===== config.mk =====
export PLATFORM = sky130hd
export DESIGN_NAME = cfm_menu
export DESIGN_NICKNAME = d
export VERILOG_FILES = /design/src/rtl/cfm_pkg.sv /design/src/rtl/cfm_timer.sv /design/src/rtl/cfm_menu.sv
export VERILOG_INCLUDE_DIRS = /design/src /design/src/rtl
export SDC_FILE = /design/constraint.sdc
export NUM_CORES = 2
export LEC_CHECK = 0
export BUFFER_PORTS_ARGS = -buffer_cell sky130_fd_sc_hd__buf_2
export CORE_MARGIN = 1.5
export CORE_UTILIZATION = 55
export CTS_CLUSTER_DIAMETER = 150
export CTS_CLUSTER_SIZE = 24
export DETAILED_ROUTE_END_ITERATION = 12
export PLACE_DENSITY_LB_ADDON = 0.12
export SYNTH_ARGS = -nofsm -noshare
export SYNTH_HDL_FRONTEND = slang
export SYNTH_SLANG_ARGS = --single-unit

===== constraint.sdc =====
create_clock -name sys_clk -period 8.7 [get_ports sys_clk]
set_clock_uncertainty 0.1 [all_clocks]
set_input_delay 0.435 -clock sys_clk [delete_from_list [all_inputs] [get_ports sys_clk]]
set_output_delay 0.435 -clock sys_clk [all_outputs]
set_load 0.03 [all_outputs]

===== src/rtl/cfm_defs.svh =====
// constants for the front-panel setup menu: positions, limits, timing
`ifndef CFM_DEFS_SVH
`define CFM_DEFS_SVH

`define CFM_CLK_KHZ 50000
`define CFM_HOLD_MS 5000
`define CFM_ALT_MS 400
`define CFM_MSG_MS 1000
`define CFM_HOLD_CYC (`CFM_HOLD_MS * `CFM_CLK_KHZ)
`define CFM_ALT_CYC (`CFM_ALT_MS * `CFM_CLK_KHZ)
`define CFM_MSG_CYC (`CFM_MSG_MS * `CFM_CLK_KHZ)

`define CFM_POS_BANNER 5'h00
`define CFM_POS_ADDR 5'h01
`define CFM_POS_BAUD 5'h02
`define CFM_POS_TRIM_G 5'h06
`define CFM_POS_INST_G2 5'h0A
`define CFM_POS_CURVE_G 5'h0C
`define CFM_POS_CTPRI_P 5'h0D
`define CFM_POS_CTSEC_P 5'h0E
`define CFM_POS_CTPRI_G 5'h0F
`define CFM_POS_CTSEC_G 5'h10
`define CFM_POS_SPAN_P 5'h11
`define CFM_POS_SPAN_G 5'h12
`define CFM_POS_DEMAND 5'h13
`define CFM_POS_GND_EN 5'h14
`define CFM_POS_GND_INST 5'h15
`define CFM_POS_AUX_OUT 5'h17
`define CFM_POS_LAST 5'h18

`define CFM_ADDR_MIN 16'h0001
`define CFM_ADDR_MAX 16'h00FE
`define CFM_ADDR_DEF 16'h00DE
`define CFM_BAUD_MAX 16'h0006
`define CFM_BAUD_DEF 16'h0002
`define CFM_DIAL_MAX 16'h0063
`define CFM_INST_MIN 16'h004B
`define CFM_INST_MAX 16'h07D0
`define CFM_INST_DEF 16'h0064
`define CFM_CURVE_MAX 16'h000F
`define CFM_CT_MIN 16'h0005
`define CFM_CT_MAX 16'h1388
`define CFM_CT_STEP 16'h0005
`define CFM_CTSEC 16'h0005
`define CFM_DEMAND_MIN 16'h0001
`define CFM_DEMAND_MAX 16'h001E
`define CFM_DEMAND_DEF 16'h000F
`define CFM_FLAG_MAX 16'h0001

`define CFM_REG_STATUS 8'h00
`define CFM_REG_CTRL 8'h01
`define CFM_REG_VAL_BASE 3'h1
`define CFM_CTRL_LOCK_BIT 0

`endif


===== src/rtl/cfm_pkg.sv =====
// types for the front-panel setup menu
package cfm_pkg;

    typedef enum logic [6:0] {
        CFM_NORMAL = 7'h01,
        CFM_ENTER_HOLD = 7'h02,
        CFM_ENTER_WAIT = 7'h04,
        CFM_SETUP = 7'h08,
        CFM_EXIT_HOLD = 7'h10,
        CFM_STORE = 7'h20,
        CFM_STORE_MSG = 7'h40
    } cfm_state_t;

    typedef enum logic [2:0] {
        CFM_SHOW_BLANK = 3'h0,
        CFM_SHOW_NORMAL = 3'h1,
        CFM_SHOW_BANNER = 3'h2,
        CFM_SHOW_NAME = 3'h3,
        CFM_SHOW_VALUE = 3'h4,
        CFM_SHOW_STORED = 3'h5
    } cfm_show_t;

endpackage : cfm_pkg


===== src/rtl/cfm_timer.sv =====
// elapsed-time counter with run, clear and a run-time limit
module cfm_timer (
    input wire logic sys_clk, // system clock
    input wire logic rst_n, // sync reset, active low
    input wire logic run, // count while high, restart when low
    input wire logic clear, // restart from zero
    input wire logic [27:0] limit, // cycles until done
    output logic done // high once limit cycles have run
);

    logic [27:0] count;

    always_ff @(posedge sys_clk) begin
        if (!rst_n || !run || clear) begin
            count <= 28'h0000000;
            done <= 1'b0;
        end else if (!done) begin
            if (count == limit - 28'h0000001) begin
                done <= 1'b1;
            end else begin
                count <= count + 28'h0000001;
            end
        end
    end

endmodule : cfm_timer


===== src/rtl/cfm_menu.sv =====
// front-panel setup menu sequencer with working copy and store
`include "cfm_defs.svh"

module cfm_menu #(
    parameter logic [27:0] HOLD_CYCLES = 28'(`CFM_HOLD_CYC),
    parameter logic [27:0] ALT_CYCLES = 28'(`CFM_ALT_CYC),
    parameter logic [27:0] MSG_CYCLES = 28'(`CFM_MSG_CYC)
) (
    input wire logic sys_clk, // system clock, 50 MHz
    input wire logic rst_n, // sync reset, active low
    input wire logic step_up, // step switch raised (level)
    input wire logic step_down, // step switch depressed (level)
    input wire logic adj_up, // adjust switch raised (level)
    input wire logic adj_down, // adjust switch depressed (level)
    input wire logic aux_fitted, // auxiliary output contact present
    input wire logic span_phase_hi, // factory strap, phase span high
    input wire logic span_ground_hi, // factory strap, ground span high
    input wire logic [7:0] reg_addr, // register address
    input wire logic [15:0] reg_wdata, // register write data
    input wire logic reg_wr, // register write strobe
    input wire logic reg_rd, // register read strobe
    output logic [15:0] reg_rdata, // read data, cycle after strobe
    output logic setup_indicator, // setup mode lamp
    output logic protect_enable, // protection functions allowed
    output cfm_pkg::cfm_show_t disp_kind, // what the display shows
    output logic [4:0] disp_item, // item position shown
    output logic [15:0] disp_value, // item value shown
    output logic nv_wr, // nonvolatile write pulse
    output logic [4:0] nv_addr, // nonvolatile item index
    output logic [15:0] nv_data // nonvolatile item value
);

    cfm_pkg::cfm_state_t state;
    logic [4:0] pos;
    logic [4:0] store_idx;
    logic show_name;
    logic step_down_q, step_up_q, adj_up_q, adj_down_q;
    logic press, up_rise, adj_evt;
    logic adj_lock;
    logic hold_run, hold_done, alt_run, alt_done;
    logic [27:0] hold_limit;
    logic [15:0] work [0:24];
    logic [15:0] saved [0:24];

    // ------------------------------------------------------------
    // item range decoding
    // ------------------------------------------------------------
    function automatic logic [15:0] item_min(input logic [4:0] p);
        if (p == `CFM_POS_ADDR) item_min = `CFM_ADDR_MIN;
        else if (p > `CFM_POS_TRIM_G && p <= `CFM_POS_INST_G2)
            item_min = `CFM_INST_MIN;
        else if (p == `CFM_POS_CTPRI_P || p == `CFM_POS_CTPRI_G)
            item_min = `CFM_CT_MIN;
        else if (p == `CFM_POS_CTSEC_P || p == `CFM_POS_CTSEC_G)
            item_min = `CFM_CTSEC;
        else if (p == `CFM_POS_DEMAND) item_min = `CFM_DEMAND_MIN;
        else item_min = 16'h0000;
    endfunction : item_min

    function automatic logic [15:0] item_max(input logic [4:0] p);
        if (p == `CFM_POS_ADDR) item_max = `CFM_ADDR_MAX;
        else if (p == `CFM_POS_BAUD) item_max = `CFM_BAUD_MAX;
        else if (p <= `CFM_POS_TRIM_G) item_max = `CFM_DIAL_MAX;
        else if (p <= `CFM_POS_INST_G2) item_max = `CFM_INST_MAX;
        else if (p <= `CFM_POS_CURVE_G) item_max = `CFM_CURVE_MAX;
        else if (p == `CFM_POS_CTPRI_P || p == `CFM_POS_CTPRI_G)
            item_max = `CFM_CT_MAX;
        else if (p == `CFM_POS_CTSEC_P || p == `CFM_POS_CTSEC_G)
            item_max = `CFM_CTSEC;
        else if (p == `CFM_POS_DEMAND) item_max = `CFM_DEMAND_MAX;
        else item_max = `CFM_FLAG_MAX;
    endfunction : item_max

    function automatic logic [15:0] item_default(input logic [4:0] p);
        if (p == `CFM_POS_ADDR) item_default = `CFM_ADDR_DEF;
        else if (p == `CFM_POS_BAUD) item_default = `CFM_BAUD_DEF;
        else if (p > `CFM_POS_TRIM_G && p <= `CFM_POS_INST_G2)
            item_default = `CFM_INST_DEF;
        else if (p == `CFM_POS_DEMAND) item_default = `CFM_DEMAND_DEF;
        else item_default = item_min(p);
    endfunction : item_default

    function automatic logic item_fixed(input logic [4:0] p);
        item_fixed = p == `CFM_POS_CTSEC_P || p == `CFM_POS_CTSEC_G ||
                     p == `CFM_POS_SPAN_P || p == `CFM_POS_SPAN_G;
    endfunction : item_fixed

    // clamps at the limits; the line speed code alone wraps around
    function automatic logic [15:0] adj_val(input logic [4:0] p,
                                            input logic [15:0] v,
                                            input logic up);
        logic [15:0] st, lo, hi;
        logic [16:0] sum;
        st = (p == `CFM_POS_CTPRI_P || p == `CFM_POS_CTPRI_G) ?
             `CFM_CT_STEP : 16'h0001;
        lo = item_min(p);
        hi = item_max(p);
        sum = {1'b0, v} + {1'b0, st};
        if (item_fixed(p)) adj_val = v;
        else if (p == `CFM_POS_BAUD && up)
            adj_val = (v >= hi) ? lo : v + 16'h0001;
        else if (p == `CFM_POS_BAUD)
            adj_val = (v <= lo) ? hi : v - 16'h0001;
        else if (up) adj_val = (sum > {1'b0, hi}) ? hi : sum[15:0];
        else adj_val = (v < lo + st) ? lo : v - st;
    endfunction : adj_val

    // sub-items are skipped unless their condition holds
    function automatic logic [4:0] next_pos(input logic [4:0] p,
                                            input logic gnd,
                                            input logic aux);
        logic [4:0] n;
        n = p + 5'h01;
        if (n == `CFM_POS_GND_INST && !gnd) n = `CFM_POS_AUX_OUT;
        if (n == `CFM_POS_AUX_OUT && !aux) n = `CFM_POS_LAST;
        if (p == `CFM_POS_LAST) n = `CFM_POS_BANNER;
        next_pos = n;
    endfunction : next_pos

    // ------------------------------------------------------------
    // switch edges and timers
    // ------------------------------------------------------------
    always_ff @(posedge sys_clk) begin
        if (!rst_n) begin
            step_down_q <= 1'b0;
            step_up_q <= 1'b0;
            adj_up_q <= 1'b0;
            adj_down_q <= 1'b0;
        end else begin
            step_down_q <= step_down;
            step_up_q <= step_up;
            adj_up_q <= adj_up;
            adj_down_q <= adj_down;
        end
    end

    // a step counts on release, so holding down never repeats
    assign press = step_down_q && !step_down;
    assign up_rise = step_up && !step_up_q;
    assign adj_evt = (adj_up && !adj_up_q) || (adj_down && !adj_down_q);

    assign hold_run = state == cfm_pkg::CFM_ENTER_HOLD ||
                      state == cfm_pkg::CFM_EXIT_HOLD ||
                      state == cfm_pkg::CFM_STORE_MSG;
    assign hold_limit = (state == cfm_pkg::CFM_STORE_MSG) ?
                        MSG_CYCLES : HOLD_CYCLES;
    assign alt_run = state == cfm_pkg::CFM_SETUP &&
                     pos != `CFM_POS_BANNER && show_name;

    cfm_timer u_hold (
        .sys_clk(sys_clk),
        .rst_n(rst_n),
        .run(hold_run),
        .clear(1'b0),
        .limit(hold_limit),
        .done(hold_done)
    );

    cfm_timer u_alt (
        .sys_clk(sys_clk),
        .rst_n(rst_n),
        .run(alt_run),
        .clear(press || up_rise),
        .limit(ALT_CYCLES),
        .done(alt_done)
    );

    // ------------------------------------------------------------
    // mode sequence
    // ------------------------------------------------------------
    always_ff @(posedge sys_clk) begin
        if (!rst_n) begin
            state <= cfm_pkg::CFM_NORMAL;
        end else begin
            case (state)
                cfm_pkg::CFM_NORMAL: begin
                    // edge, not level: a hold left over from exit is ignored
                    if (up_rise) state <= cfm_pkg::CFM_ENTER_HOLD;
                end
                cfm_pkg::CFM_ENTER_HOLD: begin
                    if (!step_up) state <= cfm_pkg::CFM_NORMAL;
                    else if (hold_done)
                        state <= cfm_pkg::CFM_ENTER_WAIT;
                end
                cfm_pkg::CFM_ENTER_WAIT: begin
                    if (!step_up) state <= cfm_pkg::CFM_SETUP;
                end
                cfm_pkg::CFM_SETUP: begin
                    if (pos == `CFM_POS_BANNER && up_rise)
                        state <= cfm_pkg::CFM_EXIT_HOLD;
                end
                cfm_pkg::CFM_EXIT_HOLD: begin
                    if (!step_up) state <= cfm_pkg::CFM_SETUP;
                    else if (hold_done) state <= cfm_pkg::CFM_STORE;
                end
                cfm_pkg::CFM_STORE: begin
                    if (store_idx == `CFM_POS_LAST)
                        state <= cfm_pkg::CFM_STORE_MSG;
                end
                cfm_pkg::CFM_STORE_MSG: begin
                    if (hold_done) state <= cfm_pkg::CFM_NORMAL;
                end
                default: state <= cfm_pkg::CFM_NORMAL;
            endcase
        end
    end

    // ------------------------------------------------------------
    // item position and name/value alternation
    // ------------------------------------------------------------
    always_ff @(posedge sys_clk) begin
        if (!rst_n || state != cfm_pkg::CFM_SETUP) begin
            pos <= `CFM_POS_BANNER;
            show_name <= 1'b0;
        end else if (press) begin
            pos <= next_pos(pos, work[`CFM_POS_GND_EN][0],
                            aux_fitted);
            show_name <= 1'b1;
        end else if (up_rise && pos != `CFM_POS_BANNER) begin
            show_name <= 1'b1;
        end else if (alt_done || adj_evt) begin
            show_name <= 1'b0;
        end
    end

    // ------------------------------------------------------------
    // working copy and store to nonvolatile memory
    // ------------------------------------------------------------
    always_ff @(posedge sys_clk) begin
        if (!rst_n) begin
            for (int i = 0; i < 25; i++) begin
                work[i] <= item_default(5'(i));
            end
        end else begin
            if (state == cfm_pkg::CFM_SETUP && pos != `CFM_POS_BANNER &&
                adj_evt && !adj_lock) begin
                work[pos] <= adj_val(pos, work[pos],
                                     adj_up && !adj_up_q);
            end
            work[`CFM_POS_SPAN_P] <= {15'h0000, span_phase_hi};
            work[`CFM_POS_SPAN_G] <= {15'h0000, span_ground_hi};
        end
    end

    always_ff @(posedge sys_clk) begin
        if (!rst_n) begin
            for (int i = 0; i < 25; i++) begin
                saved[i] <= item_default(5'(i));
            end
            store_idx <= `CFM_POS_ADDR;
            nv_wr <= 1'b0;
            nv_addr <= 5'h00;
            nv_data <= 16'h0000;
        end else if (state == cfm_pkg::CFM_STORE) begin
            // only changed items cost a write cycle in storage
            nv_wr <= work[store_idx] != saved[store_idx];
            nv_addr <= store_idx;
            nv_data <= work[store_idx];
            saved[store_idx] <= work[store_idx];
            store_idx <= store_idx + 5'h01;
        end else begin
            nv_wr <= 1'b0;
            store_idx <= `CFM_POS_ADDR;
        end
    end

    // ------------------------------------------------------------
    // display and mode outputs
    // ------------------------------------------------------------
    always_ff @(posedge sys_clk) begin
        if (!rst_n) begin
            setup_indicator <= 1'b0;
            protect_enable <= 1'b1;
            disp_kind <= cfm_pkg::CFM_SHOW_NORMAL;
            disp_item <= 5'h00;
            disp_value <= 16'h0000;
        end else begin
            setup_indicator <= !(state == cfm_pkg::CFM_NORMAL ||
                                 state == cfm_pkg::CFM_ENTER_HOLD ||
                                 state == cfm_pkg::CFM_ENTER_WAIT);
            protect_enable <= state == cfm_pkg::CFM_NORMAL ||
                              state == cfm_pkg::CFM_ENTER_HOLD;
            disp_item <= pos;
            disp_value <= work[pos];
            case (state)
                cfm_pkg::CFM_NORMAL: disp_kind <= cfm_pkg::CFM_SHOW_NORMAL;
                cfm_pkg::CFM_ENTER_WAIT: begin
                    disp_kind <= cfm_pkg::CFM_SHOW_BANNER;
                end
                cfm_pkg::CFM_SETUP: begin
                    if (pos == `CFM_POS_BANNER)
                        disp_kind <= cfm_pkg::CFM_SHOW_BANNER;
                    else if (show_name)
                        disp_kind <= cfm_pkg::CFM_SHOW_NAME;
                    else disp_kind <= cfm_pkg::CFM_SHOW_VALUE;
                end
                cfm_pkg::CFM_STORE_MSG: begin
                    disp_kind <= cfm_pkg::CFM_SHOW_STORED;
                end
                default: disp_kind <= cfm_pkg::CFM_SHOW_BLANK;
            endcase
        end
    end

    // ------------------------------------------------------------
    // register port
    // ------------------------------------------------------------
    always_ff @(posedge sys_clk) begin
        if (!rst_n) begin
            adj_lock <= 1'b0;
        end else if (reg_wr && reg_addr == `CFM_REG_CTRL) begin
            adj_lock <= reg_wdata[`CFM_CTRL_LOCK_BIT];
        end
    end

    always_ff @(posedge sys_clk) begin
        if (!rst_n || !reg_rd) begin
            reg_rdata <= 16'h0000;
        end else if (reg_addr == `CFM_REG_STATUS) begin
            reg_rdata <= {4'h0, state, pos};
        end else if (reg_addr == `CFM_REG_CTRL) begin
            reg_rdata <= {15'h0000, adj_lock};
        end else if (reg_addr[7:5] == `CFM_REG_VAL_BASE &&
                     reg_addr[4:0] != 5'h00 &&
                     reg_addr[4:0] <= `CFM_POS_LAST) begin
            reg_rdata <= work[reg_addr[4:0]];
        end else begin
            reg_rdata <= 16'h0000;
        end
    end
endmodule : cfm_menu


==> flow_summary.ini <==
[place]
dp_cells = 5819
dp_hpwl_mm = 126
placed_area_um2 = 62000
gp_congestion = 0.951
port_buffers = 83
dp_slack_ns = 1.23

[synth]
synth_cell_types = 94
ys_warn_count = 0
synth_area_leader_cell = edfxtp_1
synth_edf_count = 992
synth_seq_area_share_pct = 55.9
synth_top_area_share_pct = 49.8
async_flop_share_pct = 0
syn_inst = 4493
synth_area_leaders = edfxtp_1, mux4_2, dfxtp_1, nor2_1, mux2i_1
syn_avg_cell_area_um2 = 13.3
synthesis.area_um2 = 59800
ys.flop_type = edfxtp_1
yosys_register_bits = 1174

[floorplan]
fp.dieH_um = 333
initial_core_util_pct = 55.6
rows = 120
dieArea_um2 = 111000
fp.dieW_um = 333
io_pins = 99
core_area_um2 = 108000

[timing]
tightest_slew_ns = 1.35
tns_ns = 0
setup-violations-final = 0
drv_slew = 0
fmax_ghz = 0.130
fin_crit_ns = 7.68
rsz0062_at_grt = no
timing.final.ws_setup_ns = 1.02
fin_crit_sh_pct = 88.3
relSlewSlack_pct = 9.01
final-hold-violation-count = 0

[clock_tree]
clk_path_buf_depth = 3
cts_tree = done
postCtsResizedCells = 0
cts_made_buffers = 54
clkLatencyLatePin_ns = 0.73
clk_pin_slew_ns = 0.10
cts.sinks = 1174
cts_hold_buf = 10
htreeDepth = 2
post-cts-setup-buffers = 0
root_buffer = clkbuf_16

[worst_setup_path]
path_class = reg -> reg
crit_path_max_fanout = 30
required_ns = 8.98
critPathMaxStageDelay_ns = 1.05
start_kind = flip-flop
critPathTopFamily = compound AO/OA/AOI/OAI gates
critPathBufInv = 1
crit_path_frequent_cell = a21oi_1
crit_slowest_cell = o31ai_4
path_cells = and2_2 > a22oi_1 > nand3_1 > nand4_1 > ha_1 > a21oi_1 > o21bai_1 > nor2_1 > xor2_1 > ha_1 > and4_1 > a21oi_1 > nand2_1 > o21a_1 > o21ai_0 > a21oi_1 > a21o_1 > nor3_1 > a211oi_1 > o31ai_4 > inv_1
end_kind = flip-flop
arrival_ns = 7.96

[detailed_routing]
drc = 0
avgRoutedWirePerCell_um = 32.6
wirelength_mm = 193
via_count = 40654
first_pass_iters = 6
drt_iter0_drc = 5757
vias_per_cell = 6.85
ant_nets = 0

[global_routing]
grt_max_degree = 101
grt_usage_pct = 34.8
grt_pass1_wl_mm = 276
overflow = 0
grt_pass1_vias = 39202
antenna_found_initial = 7

[power]
irDropWorstVdd_mv = 0.210
p_total_w = 0.0104
power_density_nw_per_um2 = 163
p_leak_nw = 21.4

[finish]
final_layout_size_suffix_gt1_share_pct = 19.3
fin_cells = 5933
fin_nets = 4570
syn2layout_area_growth_pct = 6.54
final_area_um2 = 63700

[run]
cap_violations = 0

[worst_hold_path]
min_path_type = in -> reg

[outcome]
outcome = finished, final reports clean
registers in the layout, summed over array words and instances (netlist names), 3 cells and up, named ones only:
| name | count |
|---|---|
| u_hold.count | 28 |
| nv_addr | 5 |
| disp_item | 5 |
| disp_kind | 3 |
| u_alt.count | 28 |
| pos | 5 |
| saved | 512 |
| nv_data | 16 |
| state | 7 |
| work | 512 |
| store_idx | 5 |
| disp_value | 16 |
| reg_rdata | 16 |
where the power goes:
group	leakage (nW)	internal [W]	switching (W)
Clock	0.757	0.00123	0.00182
Sequential	11.0	0.00627	0.000109
Combinational	9.71	0.000355	0.000620
per-layer routing:
layer  vias to the layer above  part of all wire (%)  global-route usage, %
li1                      16961                     -                      -
met1                     20510                    36                   45.0
met2                      2611                    47                   55.5
met3                       566                   9.9                   5.99
met4                         6                   7.0                   20.8
met5                         -                 0.019                      0
placed cells by master (no fill, tap or decap), types with 10 or more instances in the layout:
cell             n
nand4_1         22
clkbuf_1        43
xor2_1          42
inv_1           60
conb_1          46
a211oi_1        35
xnor2_1         49
and2_1          31
mux4_2         477
dlygate4sd3_1   10
o211ai_1        12
a21oi_1        144
nor2b_1         14
nor2_1         877
a21o_1          10
ha_1            53
nand3_1        111
and3_1          33
clkbuf_16       55
buf_4          157
mux2i_1        224
buf_2           80
nand2b_1        12
a22oi_1         88
edfxtp_1       992
a31oi_1         10
o21ai_0         65
nand2_1        291
nor4_1          15
or3_1           12
dfxtp_1        176
nor3_1          54
path summary, 6_finish.rpt:
kind / from / to / slack (ns) / cells after the start
setup reg to reg: flip-flop / work[28][5] / 1.02 / 21
setup / recovery: flip-flop / work[28][5] / 1.02 / 21
hold / removal: reg_addr[5] / reg_rdata[15] / 0.13 / 3
hold reg to reg: nv_addr[2] / nv_addr[2] / 0.40 / 2
cells in the mapped netlist, types with 15 or more instances:
| cell | instances |
|---|---|
| mux2i_1 | 232 |
| buf_1 | 53 |
| nor4_1 | 15 |
| ha_1 | 53 |
| and3_1 | 33 |
| xor2_1 | 42 |
| nand4_1 | 22 |
| edfxtp_1 | 992 |
| buf_6 | 22 |
| nand3_1 | 111 |
| a211oi_1 | 36 |
| nor2b_1 | 16 |
| mux4_2 | 477 |
| xnor2_1 | 49 |
| nor2_1 | 887 |
| clkbuf_1 | 223 |
| a21oi_1 | 150 |
| nand2_1 | 292 |
| o21ai_0 | 66 |
| buf_2 | 49 |
| a22oi_1 | 88 |
| nor3_1 | 57 |
| inv_1 | 62 |
| and2_1 | 32 |
| dfxtp_1 | 182 |
cell type report:
type | instances | area (um^2)
Antenna cell | 3 | 7.51
Tap cell | 1403 | 1760
Inverter | 72 | 274
Clock buffer | 99 | 1550
Multi-Input combinational cell | 2927 | 24800
Sequential cell | 1174 | 33500
Timing Repair Buffer | 253 | 1780
Fill cell | 8511 | 43800
Clock inverter | 2 | 50.0
cell families (layout without fill, tap and decap cells):
kind of cell	after synthesis	after routing	share of synthesized area, %
AO/OA/AOI/OAI	470	470	5.11
XOR/XNOR	91	91	1.33
adder cells (fa/ha/maj)	53	53	1.11
buffers and inverters	437	426	3.31
flip-flops	1174	1174	55.9
multiplexers	717	717	22.0
other	1	49	0.00627
AND/OR/NAND/NOR	1550	1550	11.2
stage by stage:
stage | hold slack [ns] | util, %
4_1_cts | 0.101 | 59.3
6_report | 0.132 | 59.3
3_5_place_dp | 0.373 | 57.7
5_1_grt | 0.158 | 59.3
2_1_floorplan | 0.350 | -
3_3_place_gp | 0.366 | 57.7
worst min-delay path, cell delays in order:
cell,delay (ns)
buf_2,0.11
nand4_1,0.22
nor3_1,0.11
Power figures use the tool's default switching activity.
